==> src/irq_ctrl_cfg.svh <==
// Purpose: named constants of the three-level interrupt controller
// Assumes: included by bare name from the controller only
// Notes: byte offsets on the AHB-Lite register bus, bit positions, vectors
`ifndef IRQ_CTRL_CFG_SVH
`define IRQ_CTRL_CFG_SVH

// ----------------------------------------------------------------------
// register byte offsets
// ----------------------------------------------------------------------
`define ADDR_TIMER_CTRL 8'h00
`define ADDR_IRQ_EN 8'h04
`define ADDR_IRQ_PRIO 8'h08
`define ADDR_EXT_IRQ_EN 8'h0C
`define ADDR_EXT_IRQ_PRIO 8'h10
`define ADDR_EXT_IRQ_FLAG 8'h14
`define ADDR_EXT_IRQ_CTRL 8'h18
`define ADDR_AUX_MASK 8'h1C
`define ADDR_AUX_RAW 8'h20
`define ADDR_SWAP_CTRL 8'h24
`define ADDR_BKPT_CTRL 8'h28
`define ADDR_SERIAL0_CTRL 8'h2C
`define ADDR_SERIAL1_CTRL 8'h30
`define ADDR_TIMER2_CTRL 8'h34
`define ADDR_EVT_STAT 8'h38
`define ADDR_EVT_MASK 8'h3C

// ----------------------------------------------------------------------
// bit positions
// ----------------------------------------------------------------------
`define TC_T1_FLAG 3'h7
`define TC_T1_RUN 3'h6
`define TC_T0_FLAG 3'h5
`define TC_T0_RUN 3'h4
`define TC_X1_FLAG 3'h3
`define TC_X1_EDGE 3'h2
`define TC_X0_FLAG 3'h1
`define TC_X0_EDGE 3'h0
`define EN_GLOBAL 3'h7
`define XC_AUX_EN 3'h5
`define XC_AUX_FLAG 3'h4
`define XC_WDOG_FLAG 3'h3
`define BP_FLAG 3'h7
`define BP_EN 3'h0
`define SER_RX 1'h0
`define SER_TX 1'h1
`define T2_FLAG 3'h7
`define XF_LO 3'h4

// ----------------------------------------------------------------------
// vector addresses and interrupt numbers
// ----------------------------------------------------------------------
`define VEC_AUX 8'h33
`define VEC_X0 8'h03
`define VEC_T0 8'h0B
`define VEC_X1 8'h13
`define VEC_T1 8'h1B
`define VEC_S0 8'h23
`define VEC_T2 8'h2B
`define VEC_S1 8'h3B
`define VEC_X2 8'h43
`define VEC_X3 8'h4B
`define VEC_X4 8'h53
`define VEC_X5 8'h5B
`define VEC_WDOG 8'h63
`define NUM_AUX 4'h6
`define NUM_S1 4'h7
`define RESET_BYTE 8'h00

`endif

==> src/irq_ctrl_pkg.sv <==
// Purpose: types shared by the interrupt controller
// Assumes: nothing
// Notes: source index equals the fixed natural service order
`default_nettype none
package irq_ctrl_pkg;
  // source index, lowest is served first within a level
  typedef enum logic [3:0] {
    SRC_AUX = 4'h0, SRC_X0 = 4'h1, SRC_T0 = 4'h2, SRC_X1 = 4'h3, SRC_T1 = 4'h4,
    SRC_S0 = 4'h5, SRC_T2 = 4'h6, SRC_S1 = 4'h7, SRC_X2 = 4'h8, SRC_X3 = 4'h9,
    SRC_X4 = 4'hA, SRC_X5 = 4'hB, SRC_WDOG = 4'hC
  } src_t;
  typedef logic [12:0] src_vec_t;
endpackage : irq_ctrl_pkg
`default_nettype wire

==> src/three_level_irq_controller.sv <==
// Purpose: three-level interrupt controller with AHB-Lite register slave
// Assumes: event inputs and pins synchronous to sys_clk; core pulses vector_ack
// Notes: zero wait states; reads are captured in the address phase
// Operation
// RL1: three levels: auxiliary, high, low
// RL2: per-source flag, enable, priority, vector
// RL3: nine auxiliary sources share vector 33h, number 6
// RL4: auxiliary mask bit order as listed
// RL5: bit 0 shared with breakpoint flag/enable
// RL6: auxiliary flag set; taken only when enabled
// RL7: swap set: raw reads live, mask stored
// RL8: swap clear: raw reads mask, mask live
// RL9: global enable gates non-auxiliary sources
// RL10: fixed vector addresses per source
// RL11: fixed natural order within a level
// RL12: enable and priority bit placement
// RL13: edge external flags cleared on vectoring
// RL14: level externals 0/1 follow pin
// RL15: timer 0/1 flags cleared on vectoring
// RL16: external 2-5 and watchdog flag placement
// RL17: timer 1 vector at 1Bh
// RL18: serial requests on receive or transmit flag
`include "irq_ctrl_cfg.svh"
`default_nettype none
module three_level_irq_controller (
  input wire logic sys_clk,
  input wire logic srst,
  input wire logic hsel,
  input wire logic [31:0] haddr,
  input wire logic [1:0] htrans,
  input wire logic hwrite,
  input wire logic [2:0] hsize,
  input wire logic [31:0] hwdata,
  input wire logic hready,
  output logic hreadyout,
  output logic hresp,
  output logic [31:0] hrdata,
  input wire logic [5:0] ext_pin_n,
  input wire logic timer0_ovf,
  input wire logic timer1_ovf,
  input wire logic timer2_ovf,
  input wire logic [1:0] serial0_evt,
  input wire logic [1:0] serial1_evt,
  input wire logic wdog_evt,
  input wire logic bkpt_evt,
  input wire logic [7:0] aux_evt,
  input wire logic vector_ack,
  output logic irq_req,
  output logic [7:0] irq_vec,
  output logic [3:0] irq_num,
  output logic [3:0] irq_src,
  output logic irq_out
);

  // ----------------------------------------------------------------------
  // bus slave
  // ----------------------------------------------------------------------
  logic wr_q;
  logic [7:0] waddr_q;
  logic addr_ok;
  logic we_any;
  logic [7:0] rd_d;
  logic [7:0] wb;
  // register state
  logic [7:0] timer_ctrl_reg_q;
  logic [7:0] irq_en_reg_q;
  logic [6:0] irq_prio_reg_q;
  logic [4:0] ext_irq_en_reg_q;
  logic [4:0] ext_irq_prio_reg_q;
  logic [3:0] ext_irq_flag_q;
  logic aux_irq_en_q;
  logic aux_irq_q;
  logic wdog_irq_flag_q;
  logic [7:0] aux_mask_reg_q;
  logic readback_swap_q;
  logic bkpt_flag_q;
  logic bkpt_en_q;
  logic [1:0] serial0_ctrl_q;
  logic [1:0] serial1_ctrl_q;
  logic timer2_ovf_flag_q;
  irq_ctrl_pkg::src_vec_t evt_stat_q;
  irq_ctrl_pkg::src_vec_t evt_mask_q;
  irq_ctrl_pkg::src_vec_t pend_prev_q;
  logic [5:0] pin_prev_q;
  // arbitration
  irq_ctrl_pkg::src_vec_t pend;
  irq_ctrl_pkg::src_vec_t high;
  irq_ctrl_pkg::src_vec_t clr;
  logic [11:0] flags;
  logic [11:0] enables;
  logic win_ok;
  irq_ctrl_pkg::src_t win_idx;
  logic [5:0] pin_fall;
  logic aux_live;

  assign addr_ok = hsel && htrans[1] && hready && (haddr[31:8] == 24'h000000);
  assign we_any = wr_q;
  assign wb = hwdata[7:0];

  // address phase capture, fixed OKAY and no wait states
  always_ff @(posedge sys_clk)
  begin
    if (srst)
    begin
      wr_q <= 1'b0;
      waddr_q <= `RESET_BYTE;
      hreadyout <= 1'b0;
      hresp <= 1'b0;
    end
    else
    begin
      wr_q <= addr_ok && hwrite;
      waddr_q <= haddr[7:0];
      hreadyout <= 1'b1;
      hresp <= 1'b0;
    end
  end

  // read mux, captured at the address phase edge
  always_comb
  begin
    rd_d = `RESET_BYTE;
    unique case (haddr[7:0])
      `ADDR_TIMER_CTRL: rd_d = timer_ctrl_reg_q;
      `ADDR_IRQ_EN: rd_d = irq_en_reg_q;
      `ADDR_IRQ_PRIO: rd_d = {1'b0, irq_prio_reg_q};
      `ADDR_EXT_IRQ_EN: rd_d = {3'h0, ext_irq_en_reg_q};
      `ADDR_EXT_IRQ_PRIO: rd_d = {3'h0, ext_irq_prio_reg_q};
      `ADDR_EXT_IRQ_FLAG: rd_d = {ext_irq_flag_q, 4'h0}; // RL16
      `ADDR_EXT_IRQ_CTRL: rd_d = {2'h0, aux_irq_en_q, aux_irq_q, wdog_irq_flag_q, 3'h0};
      `ADDR_AUX_MASK: rd_d = readback_swap_q ? aux_mask_reg_q : aux_evt; // RL7 RL8
      `ADDR_AUX_RAW: rd_d = readback_swap_q ? aux_evt : aux_mask_reg_q; // RL7 RL8
      `ADDR_SWAP_CTRL: rd_d = {7'h00, readback_swap_q};
      `ADDR_BKPT_CTRL: rd_d = {bkpt_flag_q, 6'h00, bkpt_en_q}; // RL5
      `ADDR_SERIAL0_CTRL: rd_d = {6'h00, serial0_ctrl_q};
      `ADDR_SERIAL1_CTRL: rd_d = {6'h00, serial1_ctrl_q};
      `ADDR_TIMER2_CTRL: rd_d = {timer2_ovf_flag_q, 7'h00};
      default: rd_d = `RESET_BYTE;
    endcase
  end

  // read data register; status and mask are 13 bits wide
  always_ff @(posedge sys_clk)
  begin
    if (srst)
      hrdata <= 32'h00000000;
    else if (addr_ok && !hwrite)
    begin
      if (haddr[7:0] == `ADDR_EVT_STAT)
        hrdata <= {19'h00000, evt_stat_q};
      else if (haddr[7:0] == `ADDR_EVT_MASK)
        hrdata <= {19'h00000, evt_mask_q};
      else
        hrdata <= {24'h000000, rd_d};
    end
  end

  // ----------------------------------------------------------------------
  // plain control registers
  // ----------------------------------------------------------------------
  always_ff @(posedge sys_clk)
  begin
    if (srst)
    begin
      irq_en_reg_q <= `RESET_BYTE;
      irq_prio_reg_q <= 7'h00;
      ext_irq_en_reg_q <= 5'h00;
      ext_irq_prio_reg_q <= 5'h00;
      aux_irq_en_q <= 1'b0;
      aux_mask_reg_q <= `RESET_BYTE;
      readback_swap_q <= 1'b0;
      bkpt_en_q <= 1'b0;
      evt_mask_q <= 13'h0000;
    end
    else if (we_any)
    begin
      unique case (waddr_q)
        `ADDR_IRQ_EN: irq_en_reg_q <= wb; // RL12
        `ADDR_IRQ_PRIO: irq_prio_reg_q <= wb[6:0]; // RL12
        `ADDR_EXT_IRQ_EN: ext_irq_en_reg_q <= wb[4:0]; // RL12
        `ADDR_EXT_IRQ_PRIO: ext_irq_prio_reg_q <= wb[4:0]; // RL12
        `ADDR_EXT_IRQ_CTRL: aux_irq_en_q <= wb[`XC_AUX_EN];
        `ADDR_AUX_MASK: aux_mask_reg_q <= wb; // RL4
        `ADDR_SWAP_CTRL: readback_swap_q <= wb[0];
        `ADDR_BKPT_CTRL: bkpt_en_q <= wb[`BP_EN]; // RL5
        `ADDR_EVT_MASK: evt_mask_q <= hwdata[12:0];
        default: ;
      endcase
    end
  end

  // ----------------------------------------------------------------------
  // request flags; hardware set wins over software or vectoring clear
  // ----------------------------------------------------------------------
  assign pin_fall = pin_prev_q & ~ext_pin_n;

  // pin history for falling edge detection
  always_ff @(posedge sys_clk)
  begin
    if (srst)
      pin_prev_q <= 6'h3F;
    else
      pin_prev_q <= ext_pin_n;
  end

  // timer control: externals 0/1 and timers 0/1
  always_ff @(posedge sys_clk)
  begin
    if (srst)
      timer_ctrl_reg_q <= `RESET_BYTE;
    else
    begin
      if (we_any && waddr_q == `ADDR_TIMER_CTRL)
      begin
        timer_ctrl_reg_q[`TC_T1_RUN] <= wb[`TC_T1_RUN];
        timer_ctrl_reg_q[`TC_T0_RUN] <= wb[`TC_T0_RUN];
        timer_ctrl_reg_q[`TC_X1_EDGE] <= wb[`TC_X1_EDGE];
        timer_ctrl_reg_q[`TC_X0_EDGE] <= wb[`TC_X0_EDGE];
      end
      // RL15
      timer_ctrl_reg_q[`TC_T0_FLAG] <= timer0_ovf | (((we_any && waddr_q == `ADDR_TIMER_CTRL)
        ? wb[`TC_T0_FLAG] : timer_ctrl_reg_q[`TC_T0_FLAG]) & ~clr[irq_ctrl_pkg::SRC_T0]);
      timer_ctrl_reg_q[`TC_T1_FLAG] <= timer1_ovf | (((we_any && waddr_q == `ADDR_TIMER_CTRL)
        ? wb[`TC_T1_FLAG] : timer_ctrl_reg_q[`TC_T1_FLAG]) & ~clr[irq_ctrl_pkg::SRC_T1]);
      // RL13 RL14
      if (timer_ctrl_reg_q[`TC_X0_EDGE])
        timer_ctrl_reg_q[`TC_X0_FLAG] <= pin_fall[0] | (((we_any && waddr_q == `ADDR_TIMER_CTRL)
          ? wb[`TC_X0_FLAG] : timer_ctrl_reg_q[`TC_X0_FLAG]) & ~clr[irq_ctrl_pkg::SRC_X0]);
      else
        timer_ctrl_reg_q[`TC_X0_FLAG] <= ~ext_pin_n[0];
      if (timer_ctrl_reg_q[`TC_X1_EDGE])
        timer_ctrl_reg_q[`TC_X1_FLAG] <= pin_fall[1] | (((we_any && waddr_q == `ADDR_TIMER_CTRL)
          ? wb[`TC_X1_FLAG] : timer_ctrl_reg_q[`TC_X1_FLAG]) & ~clr[irq_ctrl_pkg::SRC_X1]);
      else
        timer_ctrl_reg_q[`TC_X1_FLAG] <= ~ext_pin_n[1];
    end
  end

  // externals 2 to 5, edge triggered, cleared on vectoring
  always_ff @(posedge sys_clk)
  begin
    if (srst)
      ext_irq_flag_q <= 4'h0;
    else
      ext_irq_flag_q <= pin_fall[5:2] | (((we_any && waddr_q == `ADDR_EXT_IRQ_FLAG)
        ? wb[7:`XF_LO] : ext_irq_flag_q) & ~clr[11:8]); // RL13 RL16
  end

  // watchdog, serial and timer 2 flags, cleared by software only
  always_ff @(posedge sys_clk)
  begin
    if (srst)
    begin
      wdog_irq_flag_q <= 1'b0;
      serial0_ctrl_q <= 2'h0;
      serial1_ctrl_q <= 2'h0;
      timer2_ovf_flag_q <= 1'b0;
    end
    else
    begin
      wdog_irq_flag_q <= wdog_evt | ((we_any && waddr_q == `ADDR_EXT_IRQ_CTRL)
        ? wb[`XC_WDOG_FLAG] : wdog_irq_flag_q); // RL16
      serial0_ctrl_q <= serial0_evt | ((we_any && waddr_q == `ADDR_SERIAL0_CTRL)
        ? wb[1:0] : serial0_ctrl_q); // RL18
      serial1_ctrl_q <= serial1_evt | ((we_any && waddr_q == `ADDR_SERIAL1_CTRL)
        ? wb[1:0] : serial1_ctrl_q); // RL18
      timer2_ovf_flag_q <= timer2_ovf | ((we_any && waddr_q == `ADDR_TIMER2_CTRL)
        ? wb[`T2_FLAG] : timer2_ovf_flag_q);
    end
  end

  // ----------------------------------------------------------------------
  // auxiliary group
  // ----------------------------------------------------------------------
  assign aux_live = |(aux_evt & aux_mask_reg_q) | (bkpt_flag_q & bkpt_en_q); // RL4 RL5 RL6

  // breakpoint flag and shared auxiliary flag
  always_ff @(posedge sys_clk)
  begin
    if (srst)
    begin
      bkpt_flag_q <= 1'b0;
      aux_irq_q <= 1'b0;
    end
    else
    begin
      bkpt_flag_q <= bkpt_evt | ((we_any && waddr_q == `ADDR_BKPT_CTRL)
        ? wb[`BP_FLAG] : bkpt_flag_q); // RL5
      aux_irq_q <= aux_live; // RL6
    end
  end

  // ----------------------------------------------------------------------
  // arbitration
  // ----------------------------------------------------------------------
  assign flags = {wdog_irq_flag_q, ext_irq_flag_q, |serial1_ctrl_q, timer2_ovf_flag_q,
    |serial0_ctrl_q, timer_ctrl_reg_q[`TC_T1_FLAG], timer_ctrl_reg_q[`TC_X1_FLAG],
    timer_ctrl_reg_q[`TC_T0_FLAG], timer_ctrl_reg_q[`TC_X0_FLAG]}; // RL2 RL18
  assign enables = {ext_irq_en_reg_q, irq_en_reg_q[6:0]}; // RL12
  assign pend = {flags & enables & {12{irq_en_reg_q[`EN_GLOBAL]}}, aux_irq_q & aux_irq_en_q}; // RL6 RL9
  assign high = {ext_irq_prio_reg_q, irq_prio_reg_q, 1'b1}; // RL1 RL3
  assign clr = (vector_ack && irq_req) ? (13'h0001 << irq_src) : 13'h0000; // RL13 RL15

  // lowest index at the highest level wins
  always_comb
  begin
    logic hit_hi;
    hit_hi = 1'b0;
    win_ok = 1'b0;
    win_idx = irq_ctrl_pkg::SRC_AUX;
    for (int i = 12; i >= 0; i--)
    begin
      if (pend[i] && high[i])
      begin
        hit_hi = 1'b1;
        win_idx = irq_ctrl_pkg::src_t'(i[3:0]); // RL11
      end
    end
    for (int i = 12; i >= 0; i--)
    begin
      if (pend[i] && !hit_hi)
        win_idx = irq_ctrl_pkg::src_t'(i[3:0]); // RL1 RL11
    end
    win_ok = |pend;
  end

  // vector address of each source
  function automatic logic [7:0] vec_of(input irq_ctrl_pkg::src_t s);
    unique case (s)
      irq_ctrl_pkg::SRC_AUX: vec_of = `VEC_AUX; // RL3
      irq_ctrl_pkg::SRC_X0: vec_of = `VEC_X0; // RL10
      irq_ctrl_pkg::SRC_T0: vec_of = `VEC_T0;
      irq_ctrl_pkg::SRC_X1: vec_of = `VEC_X1;
      irq_ctrl_pkg::SRC_T1: vec_of = `VEC_T1; // RL17
      irq_ctrl_pkg::SRC_S0: vec_of = `VEC_S0;
      irq_ctrl_pkg::SRC_T2: vec_of = `VEC_T2;
      irq_ctrl_pkg::SRC_S1: vec_of = `VEC_S1;
      irq_ctrl_pkg::SRC_X2: vec_of = `VEC_X2;
      irq_ctrl_pkg::SRC_X3: vec_of = `VEC_X3;
      irq_ctrl_pkg::SRC_X4: vec_of = `VEC_X4;
      irq_ctrl_pkg::SRC_X5: vec_of = `VEC_X5;
      irq_ctrl_pkg::SRC_WDOG: vec_of = `VEC_WDOG;
      default: vec_of = `VEC_AUX;
    endcase
  endfunction : vec_of

  // interrupt number: auxiliary is 6, sources below it shift by one
  function automatic logic [3:0] num_of(input irq_ctrl_pkg::src_t s);
    if (s == irq_ctrl_pkg::SRC_AUX)
      num_of = `NUM_AUX; // RL3
    else if (s < irq_ctrl_pkg::SRC_S1)
      num_of = 4'(s - 4'h1);
    else
      num_of = 4'(s);
  endfunction : num_of

  // request to the core, dropped for the cycle after an acknowledge
  always_ff @(posedge sys_clk)
  begin
    if (srst)
    begin
      irq_req <= 1'b0;
      irq_vec <= `RESET_BYTE;
      irq_num <= 4'h0;
      irq_src <= 4'h0;
    end
    else
    begin
      irq_req <= win_ok && !(vector_ack && irq_req);
      irq_vec <= vec_of(win_idx);
      irq_num <= num_of(win_idx);
      irq_src <= win_idx;
    end
  end

  // ----------------------------------------------------------------------
  // event status, mask and interrupt output
  // ----------------------------------------------------------------------
  always_ff @(posedge sys_clk)
  begin
    if (srst)
    begin
      pend_prev_q <= 13'h0000;
      evt_stat_q <= 13'h0000;
      irq_out <= 1'b0;
    end
    else
    begin
      pend_prev_q <= pend;
      evt_stat_q <= (pend & ~pend_prev_q) | (evt_stat_q &
        ~((we_any && waddr_q == `ADDR_EVT_STAT) ? hwdata[12:0] : 13'h0000));
      irq_out <= |(evt_stat_q & evt_mask_q);
    end
  end
endmodule : three_level_irq_controller
`default_nettype wire

==> config.mk <==
export PLATFORM = sky130hd
export DESIGN_NAME = three_level_irq_controller
export DESIGN_NICKNAME = d
export VERILOG_FILES = /design/src/irq_ctrl_pkg.sv /design/src/three_level_irq_controller.sv
export VERILOG_INCLUDE_DIRS = /design/src /design/src/src
export SDC_FILE = /design/constraint.sdc
export NUM_CORES = 1
export LEC_CHECK = 0
export ABC_AREA = 0
export BUFFER_PORTS_ARGS = -buffer_cell sky130_fd_sc_hd__buf_2
export CAP_MARGIN = 30
export CORE_MARGIN = 5
export CORE_UTILIZATION = 59
export DETAILED_ROUTE_END_ITERATION = 10
export GPL_TIMING_DRIVEN = 0
export HOLD_SLACK_MARGIN = 0.15
export PLACE_DENSITY = 0.86
export SKIP_CTS_REPAIR_TIMING = 1
export SLEW_MARGIN = 10
export SYNTH_ARGS = -nofsm -noshare
export SYNTH_HDL_FRONTEND = slang
export SYNTH_SLANG_ARGS = --single-unit
==> constraint.sdc <==
create_clock -name sys_clk -period 6.8 [get_ports sys_clk]
set_input_delay 1.02 -clock sys_clk [delete_from_list [all_inputs] [get_ports sys_clk]]
set_output_delay 1.02 -clock sys_clk [all_outputs]
set_load 0.005 [all_outputs]
Word-level counts from Yosys, hierarchy flattened
Memories as Yosys holds them, arrays and structs flattened. A register that Yosys moved wholly into a read port is not among the register bits.
Cells that the tools add are included.
{ "word_totals": {"reg_bits": 161, "mem_bits_ro": 64, "input_bits": 98, "wordCells": 223, "mem_count": 1} }
{ "classes": {"n_addsub": 1, "order_cmp": 1, "eq_ne": 29, "n_shift": 1, "mux": 61, "n_bitwise": 36, "n_reduce_logical": 62} }
{ "mem_list": {"columns": ["memory", "words", "width", "read_ports", "rd_clocked_by_memory_dff", "wr", "line_no", "text"], "rows": [
  ["(no name shown)", 16, 4, 1, 1, 0, "three_level_irq_controller.sv:329", "unique case (s)"]
]} }
{ "ops": {"columns": ["cell", "count"], "rows": [
  ["$eq 8x6->1 const B", 15],
  ["$mux 4", 28],
  ["$pmux 8 s14", 1],
  ["$eq 8x5->1 const B", 8],
  ["$logic_and 1x1->1", 40],
  ["$and 13x13->13", 3],
  ["$mux 13", 3],
  ["$eq 8x4->1 const B", 4],
  ["$not 13->13", 2],
  ["$reduce_or 13->1", 2],
  ["$and 12x12->12", 2],
  ["$logic_not 24->1", 1],
  ["$mux 1", 23],
  ["$reduce_and 2->1", 9],
  ["$eq 8x3->1 const B", 2],
  ["$logic_not 8->1", 2],
  ["$mux 8", 2],
  ["$or 13x13->13", 1],
  ["$mux 12", 1],
  ["$shl 1x4->12 const A", 1],
  ["$and 8x8->8", 1],
  ["$or 1x1->1", 8],
  ["$reduce_or 8->1", 1],
  ["$and 1x1->1", 6],
  ["14 further kinds", 25]
]} }

Depth between registers and ports, before layout
{ "depth": {"word_depth": 35, "depth_mapped": 14} }

Least setup slack after synthesis
OpenSTA, ideal clock, no wires.
{ "synth_path": {"path_type": "input -> register", "startpoint": "input haddr[24]", "endpoint": "register hrdata[2]", "arrival_ps": 2463, "required_time_ps": 6730, "slack_ps": 4266, "stages": 6, "path_buffers": 1, "path_cell_list": "nor4b_1 -> nand4_1 -> nor3_1 -> clkbuf_1 -> o221ai_1 -> a21oi_1"} }
{ "synth_between": {"elab_chain_cells": 3} }
{ "synth_lines": {"columns": ["item", "line_no", "text"], "rows": [
  ["start: declaration", "three_level_irq_controller.sv:29", "input wire logic [31:0] haddr,"],
  ["$logic_not 24->1", "three_level_irq_controller.sv:96", "assign addr_ok = hsel && htrans[1] && hready && (haddr[31:8] == 24'h000000);"],
  ["$logic_and 1x1->1", "three_level_irq_controller.sv:96", null],
  ["$logic_and 1x1->1", "three_level_irq_controller.sv:147", "else if (addr_ok && !hwrite)"],
  ["end signal: assignment", "three_level_irq_controller.sv:150", "hrdata <= {19'h00000, evt_stat_q};"],
  ["end signal: assignment", "three_level_irq_controller.sv:152", "hrdata <= {19'h00000, evt_mask_q};"],
  ["end signal: assignment", "three_level_irq_controller.sv:154", "hrdata <= {24'h000000, rd_d};"],
  ["end: declaration", "three_level_irq_controller.sv:37", "output logic [31:0] hrdata,"]
]} }
No other way between the ends.
A chain may end at the register's enable or synchronous reset.

Final worst setup path
{ "layout_path": {"startpoint": "register irq_en_reg_q[7]", "endpoint": "register irq_num[0]"} }
{ "layout_between": {"elab_chain_cells": 32} }
{ "layout_lines": {"columns": ["item", "line_no", "text"], "rows": [
  ["start: declaration", "three_level_irq_controller.sv:66", "logic [7:0] irq_en_reg_q;"],
  ["start signal: assignment", "three_level_irq_controller.sv:165", "irq_en_reg_q <= `RESET_BYTE;"],
  ["start signal: assignment", "three_level_irq_controller.sv:178", "`ADDR_IRQ_EN: irq_en_reg_q <= wb;"],
  ["$and 12x12->12 (*)", "three_level_irq_controller.sv:300", "assign pend = {flags & enables & {12{irq_en_reg_q[`EN_GLOBAL]}}, aux_irq_q & aux_irq_en_q};"],
  ["$logic_and 1x1->1", "three_level_irq_controller.sv:313", "if (pend[i] && high[i])"],
  ["$mux 1 (13 in a row)", "three_level_irq_controller.sv:313", null],
  ["$logic_not 1->1", "three_level_irq_controller.sv:321", "if (pend[i] && !hit_hi)"],
  ["$logic_and 1x1->1", "three_level_irq_controller.sv:321", null],
  ["$mux 4 (12 in a row)", "three_level_irq_controller.sv:321", null],
  ["$mux 4 (*)", "three_level_irq_controller.sv:321", null],
  ["net win_idx[0]", "three_level_irq_controller.sv:92", "irq_ctrl_pkg::src_t win_idx;"],
  ["$sub 4x1->4 (tied with other cells)", "three_level_irq_controller.sv:352", "num_of = 4'(s - 4'h1);"],
  ["$mux 4 or $reduce_or 2->1 (tied branches)", null, null],
  ["end signal: assignment", "three_level_irq_controller.sv:371", "irq_num <= num_of(win_idx);"],
  ["end: declaration", "three_level_irq_controller.sv:50", "output logic [3:0] irq_num,"]
]} }
Mark *: on every way through the listed nets, which the timed path passes. The rest lies on a longest branch.

==> results.md <==
| Quantity | Value | Unit |
|:---|:---|:---|
| Status | finished clean | - |
| Net Switching | 0.4322 | mW |
| Wire per inst | 21.09 | um |
| Hold Crit Class | reg -> reg | - |
| CP max FO | 10 | - |
| Total of buffers placed on input and output ports | 98 | - |
| FMAX | 326.6 | MHz |
| Commonest cells in the netlist | 139 x sky130_fd_sc_hd__dfxtp_1, 121 x sky130_fd_sc_hd__nor2_1, 61 x sky130_fd_sc_hd__mux2i_1, 55 x sky130_fd_sc_hd__nand2_1, 48 x sky130_fd_sc_hd__a21oi_1 | - |
| Final total power | 2.008 | mW |
| Per-instance average area after synthesis | 8.807 | um2 |
| Initial DRC count | 900 | - |
| HPWL reported at the end of detailed placement | 15.69 | mm |
| Number of max-slew violations in the final report | 0 | - |
| Std cell rows | 38 | - |
| Clock Power Share | 52.9 | % |
| Worst R2R Setup Slack | 3740 | ps |
| Cell area after synthesis | 0.006631 | mm2 |
| Post-synth ARST share | 0 | % |
| Worst reg2reg path depth | 13 | - |
| Max-cap violations | 0 | - |
| Core Footprint | 0.01094 | mm2 |
| Critical path endpoint category | register | - |
| Power share of the sequential group | 41.9 | % |
| Layout area overhead | 21.55 | % |
| Layout cell share with drive strength beyond 1 | 20.11 | % |
| Antenna viol nets, final | 0 | - |
| Setup repair after global routing missed its margin | false | - |
| I/O Pins | 150 | - |
| Largest net degree at the start of global routing | 17 | - |
| Number of synthesized flops with an enable pin | 0 | - |
| DRC | 0 | - |
| GR Overflow Total | 0 | - |
| Total of warnings raised by yosys | 0 | - |
| Worst-margin pin slew | 933.9 | ps |
| Sequential share of the synthesized area | 41.96 | % |
| Most used standard cell by instance count after synthesis | sky130_fd_sc_hd__dfxtp_1 | - |
| Min Clock Period, post-route | 3062 | ps |
| Net count, final | 996 | - |
| Count of different cell masters after synthesis | 69 | - |
| Final-layout setup total negative slack | 0 | ps |
| Maximum vdd ir drop | 0.0002659 | V |
| Share of the synthesized area in the top cell type | 41.96 | % |
| Cell chosen for the clock root | sky130_fd_sc_hd__clkbuf_16 | - |
| DR vias/cell | 6.331 | - |
| Startpoint class of the critical path | register | - |
| Synthesized flop and latch total | 139 | - |
| Clock tree from TritonCTS | done | - |
| Top cells by area, synth | sky130_fd_sc_hd__dfxtp_1 42%, sky130_fd_sc_hd__mux2i_1 9.2%, sky130_fd_sc_hd__nor2_1 6.8%, sky130_fd_sc_hd__a21oi_1 3.6%, sky130_fd_sc_hd__nand2_1 3.1% | - |
| Internal power | 1.576 | mW |
| Clock sink total | 139 | - |
| Critical register-to-register path endpoint | irq_num[0] | - |
| Via count of the first global-routing pass | 6354 | - |
| Routability Congestion | 1.034 | - |
| Starting density of the core | 60.64 | % |
| Clk pin slew, worst setup/hold paths | 60 | ps |
| Startpoint of the lowest-slack hold path | pin_prev_q[5] | - |
| Hold-critical path depth | 2 | - |
| Mapped Cells | 753 | - |
| Top cell type by total area after synthesis | sky130_fd_sc_hd__dfxtp_1 | - |
| Arrival time of data at the critical path endpoint | 3370 | ps |
| Number of levels in the clock H-tree | 4 | - |
| Initial antenna violation count | 0 | - |
| Worst-case clock skew | 14.19 | ps |
| RR Startpoint | irq_en_reg_q[7] | - |
| PwrDens | 249.2 | mW/mm2 |
| Die area | 0.01346 | mm2 |
| Setup-failing EPs final | 0 | - |
| Global-route wire length before repair | 34.50 | mm |
| Final Cycle Share | 45.02 | % |
| Count of vias placed by the detailed router | 6616 | - |
| Diodes inserted | 0 | - |
| Primary flip-flop cell chosen by synthesis mapping | sky130_fd_sc_hd__dfxtp_1 | - |
| Worst Setup SP | irq_en_reg_q[7] | - |
| Start-to-end type of the worst setup path | reg -> reg | - |
| Clock latency on the worst-skew pair | 420 | ps |
| Die boundary width | 116.0 | um |
| Switching share of power | 21.52 | % |
| Comb power frac | 5.2 | % |
| Max_slew headroom | 37.26 | % |
| GRT Total Usage | 33.56 | % |
| Buffer depth of the longest clock path | 2 | - |
| Number of buffers inserted during clock tree synthesis | 17 | - |
| Total detailed-routing wirelength | 22.04 | mm |
| Static Leak | 3.556 | nW |
| Worst-case hold path end point | ext_irq_flag_q[3] | - |
| Number of iterations in the first detailed-routing pass | 8 | - |
| Floorplan die height | 116.0 | um |
| Final number of hold-violating endpoints | 0 | - |
| Critical Path RT | 7100 | ps |
[kinds of logic (layout without fill, tap and decap cells)]
| logic type | Yosys count | in the layout | synth area share, % |
|---|---|---|---|
| simple gates | 308 | 308 | 23.83 |
| fa+ha+maj | 5 | 5 | 0.9434 |
| mux | 63 | 63 | 9.547 |
| flops | 139 | 139 | 41.96 |
| compound gates | 164 | 164 | 17.94 |
| buf+inv | 73 | 204 | 5.717 |
| other cells | 1 | 22 | 0.05655 |
[power groups by stage]
stage	Combinational (mW)	Clock [mW]	Sequential [mW]
CTS	0.101	1.06	0.841
global placement	0.0990	0	0.858
floorplan	0.0517	0	0.853
global route	0.113	1.10	0.843
finish	0.105	1.06	0.842
detailed placement	0.101	0	0.859
[worst max-delay path, stage by stage, from the launching register on]
cell	delay, ps
sky130_fd_sc_hd__dfxtp_1	430
sky130_fd_sc_hd__buf_6	210
sky130_fd_sc_hd__buf_6	150
sky130_fd_sc_hd__nand3_1	260
sky130_fd_sc_hd__nor2_1	180
sky130_fd_sc_hd__o221ai_1	180
sky130_fd_sc_hd__o21ai_1	200
sky130_fd_sc_hd__a22o_1	320
sky130_fd_sc_hd__inv_2	100
sky130_fd_sc_hd__ha_1	220
sky130_fd_sc_hd__a21bo_2	200
sky130_fd_sc_hd__nor2_1	40
sky130_fd_sc_hd__or3_1	310
sky130_fd_sc_hd__o211a_1	140
[layout by cell type (no fill, tap or decap), types with 5 or more instances in the layout]
master                      count
sky130_fd_sc_hd__ha_1           5
sky130_fd_sc_hd__a221oi_1       7
sky130_fd_sc_hd__nand3_1       33
sky130_fd_sc_hd__a21oi_1       48
sky130_fd_sc_hd__a22o_1        10
sky130_fd_sc_hd__nor2_1       121
sky130_fd_sc_hd__a31oi_1        5
sky130_fd_sc_hd__dfxtp_1      139
sky130_fd_sc_hd__a222oi_1       6
sky130_fd_sc_hd__nor4_1         7
sky130_fd_sc_hd__bufinv_16      6
sky130_fd_sc_hd__nand4_2        5
sky130_fd_sc_hd__mux2i_1       61
sky130_fd_sc_hd__a211oi_1       9
sky130_fd_sc_hd__o21ai_1        6
sky130_fd_sc_hd__nor2b_1       12
sky130_fd_sc_hd__inv_1         11
sky130_fd_sc_hd__o221ai_1       5
sky130_fd_sc_hd__o21ai_0        5
sky130_fd_sc_hd__nand2_1       55
sky130_fd_sc_hd__buf_2         99
sky130_fd_sc_hd__a22oi_1       25
sky130_fd_sc_hd__or2_2          6
sky130_fd_sc_hd__nor3_1         8
sky130_fd_sc_hd__conb_1        22
sky130_fd_sc_hd__buf_4         24
sky130_fd_sc_hd__nand2b_1      10
sky130_fd_sc_hd__clkbuf_16     17
sky130_fd_sc_hd__nor3b_1        5
sky130_fd_sc_hd__nand4_1       12
sky130_fd_sc_hd__and3_1         7
sky130_fd_sc_hd__clkbuf_1      35
[worst max-delay path by stage]
| stage | end | slack (ps) | cells after the start |
|---|---|---|---|
| global route | irq_num[1] | 3560 | 12 |
| floorplan | hrdata[2] | 4270 | 6 |
| CTS | hrdata[3] | 3770 | 7 |
| detailed placement | hrdata[3] | 3460 | 7 |
| finish | irq_num[0] | 3740 | 13 |
| global placement | hrdata[3] | 3530 | 7 |
[final cells by class]
class,count,area [um2]
Multi-Input combinational cell,562,3548
Fill cell,823,2875
Sequential cell,139,2783
Timing Repair Buffer,100,500.5
Clock buffer,21,460.4
Buffer,61,334.1
Clock inverter,10,214.0
Tap cell,140,175.2
Inverter,12,45.04
[per-stage QoR]
stage                     area (um2)  worst slack (ps)  utilization [%]  std cells  hold slack [ps]
after floorplan                 6710              4266                -        774            435.1
after global placement          7376              3532            67.45       1012            439.3
after detailed placement        7376              3457            67.45       1012            444.1
after CTS                       8050              3773            73.62       1043            453.3
after global routing            8060              3564            73.71       1045            474.1
final                           8060              3738            73.71       1045            450.8
[per-layer routing]
metal | vias up | wire length [um] | global-route usage [%]
met3 | 102 | 2754 | 10.55
met2 | 444 | 9771 | 52.01
met5 | - | 0 | 0
li1 | 2985 | - | -
met4 | 0 | 1089 | 16.01
met1 | 3085 | 8426 | 42.59
[sequential cells by signal (all words and copies together), names as in the netlist, 2 cells and up]
register / count
evt_mask_q: 13
evt_stat_q: 13
hrdata: 13
pend_prev_q: 13
aux_mask_reg_q: 8
irq_en_reg_q: 8
timer_ctrl_reg_q: 8
waddr_q: 8
irq_prio_reg_q: 7
pin_prev_q: 6
ext_irq_en_reg_q: 5
ext_irq_prio_reg_q: 5
irq_vec: 5
ext_irq_flag_q: 4
irq_num: 4
irq_src: 4
serial0_ctrl_q: 2
serial1_ctrl_q: 2
Power figures use the tool's default switching activity.
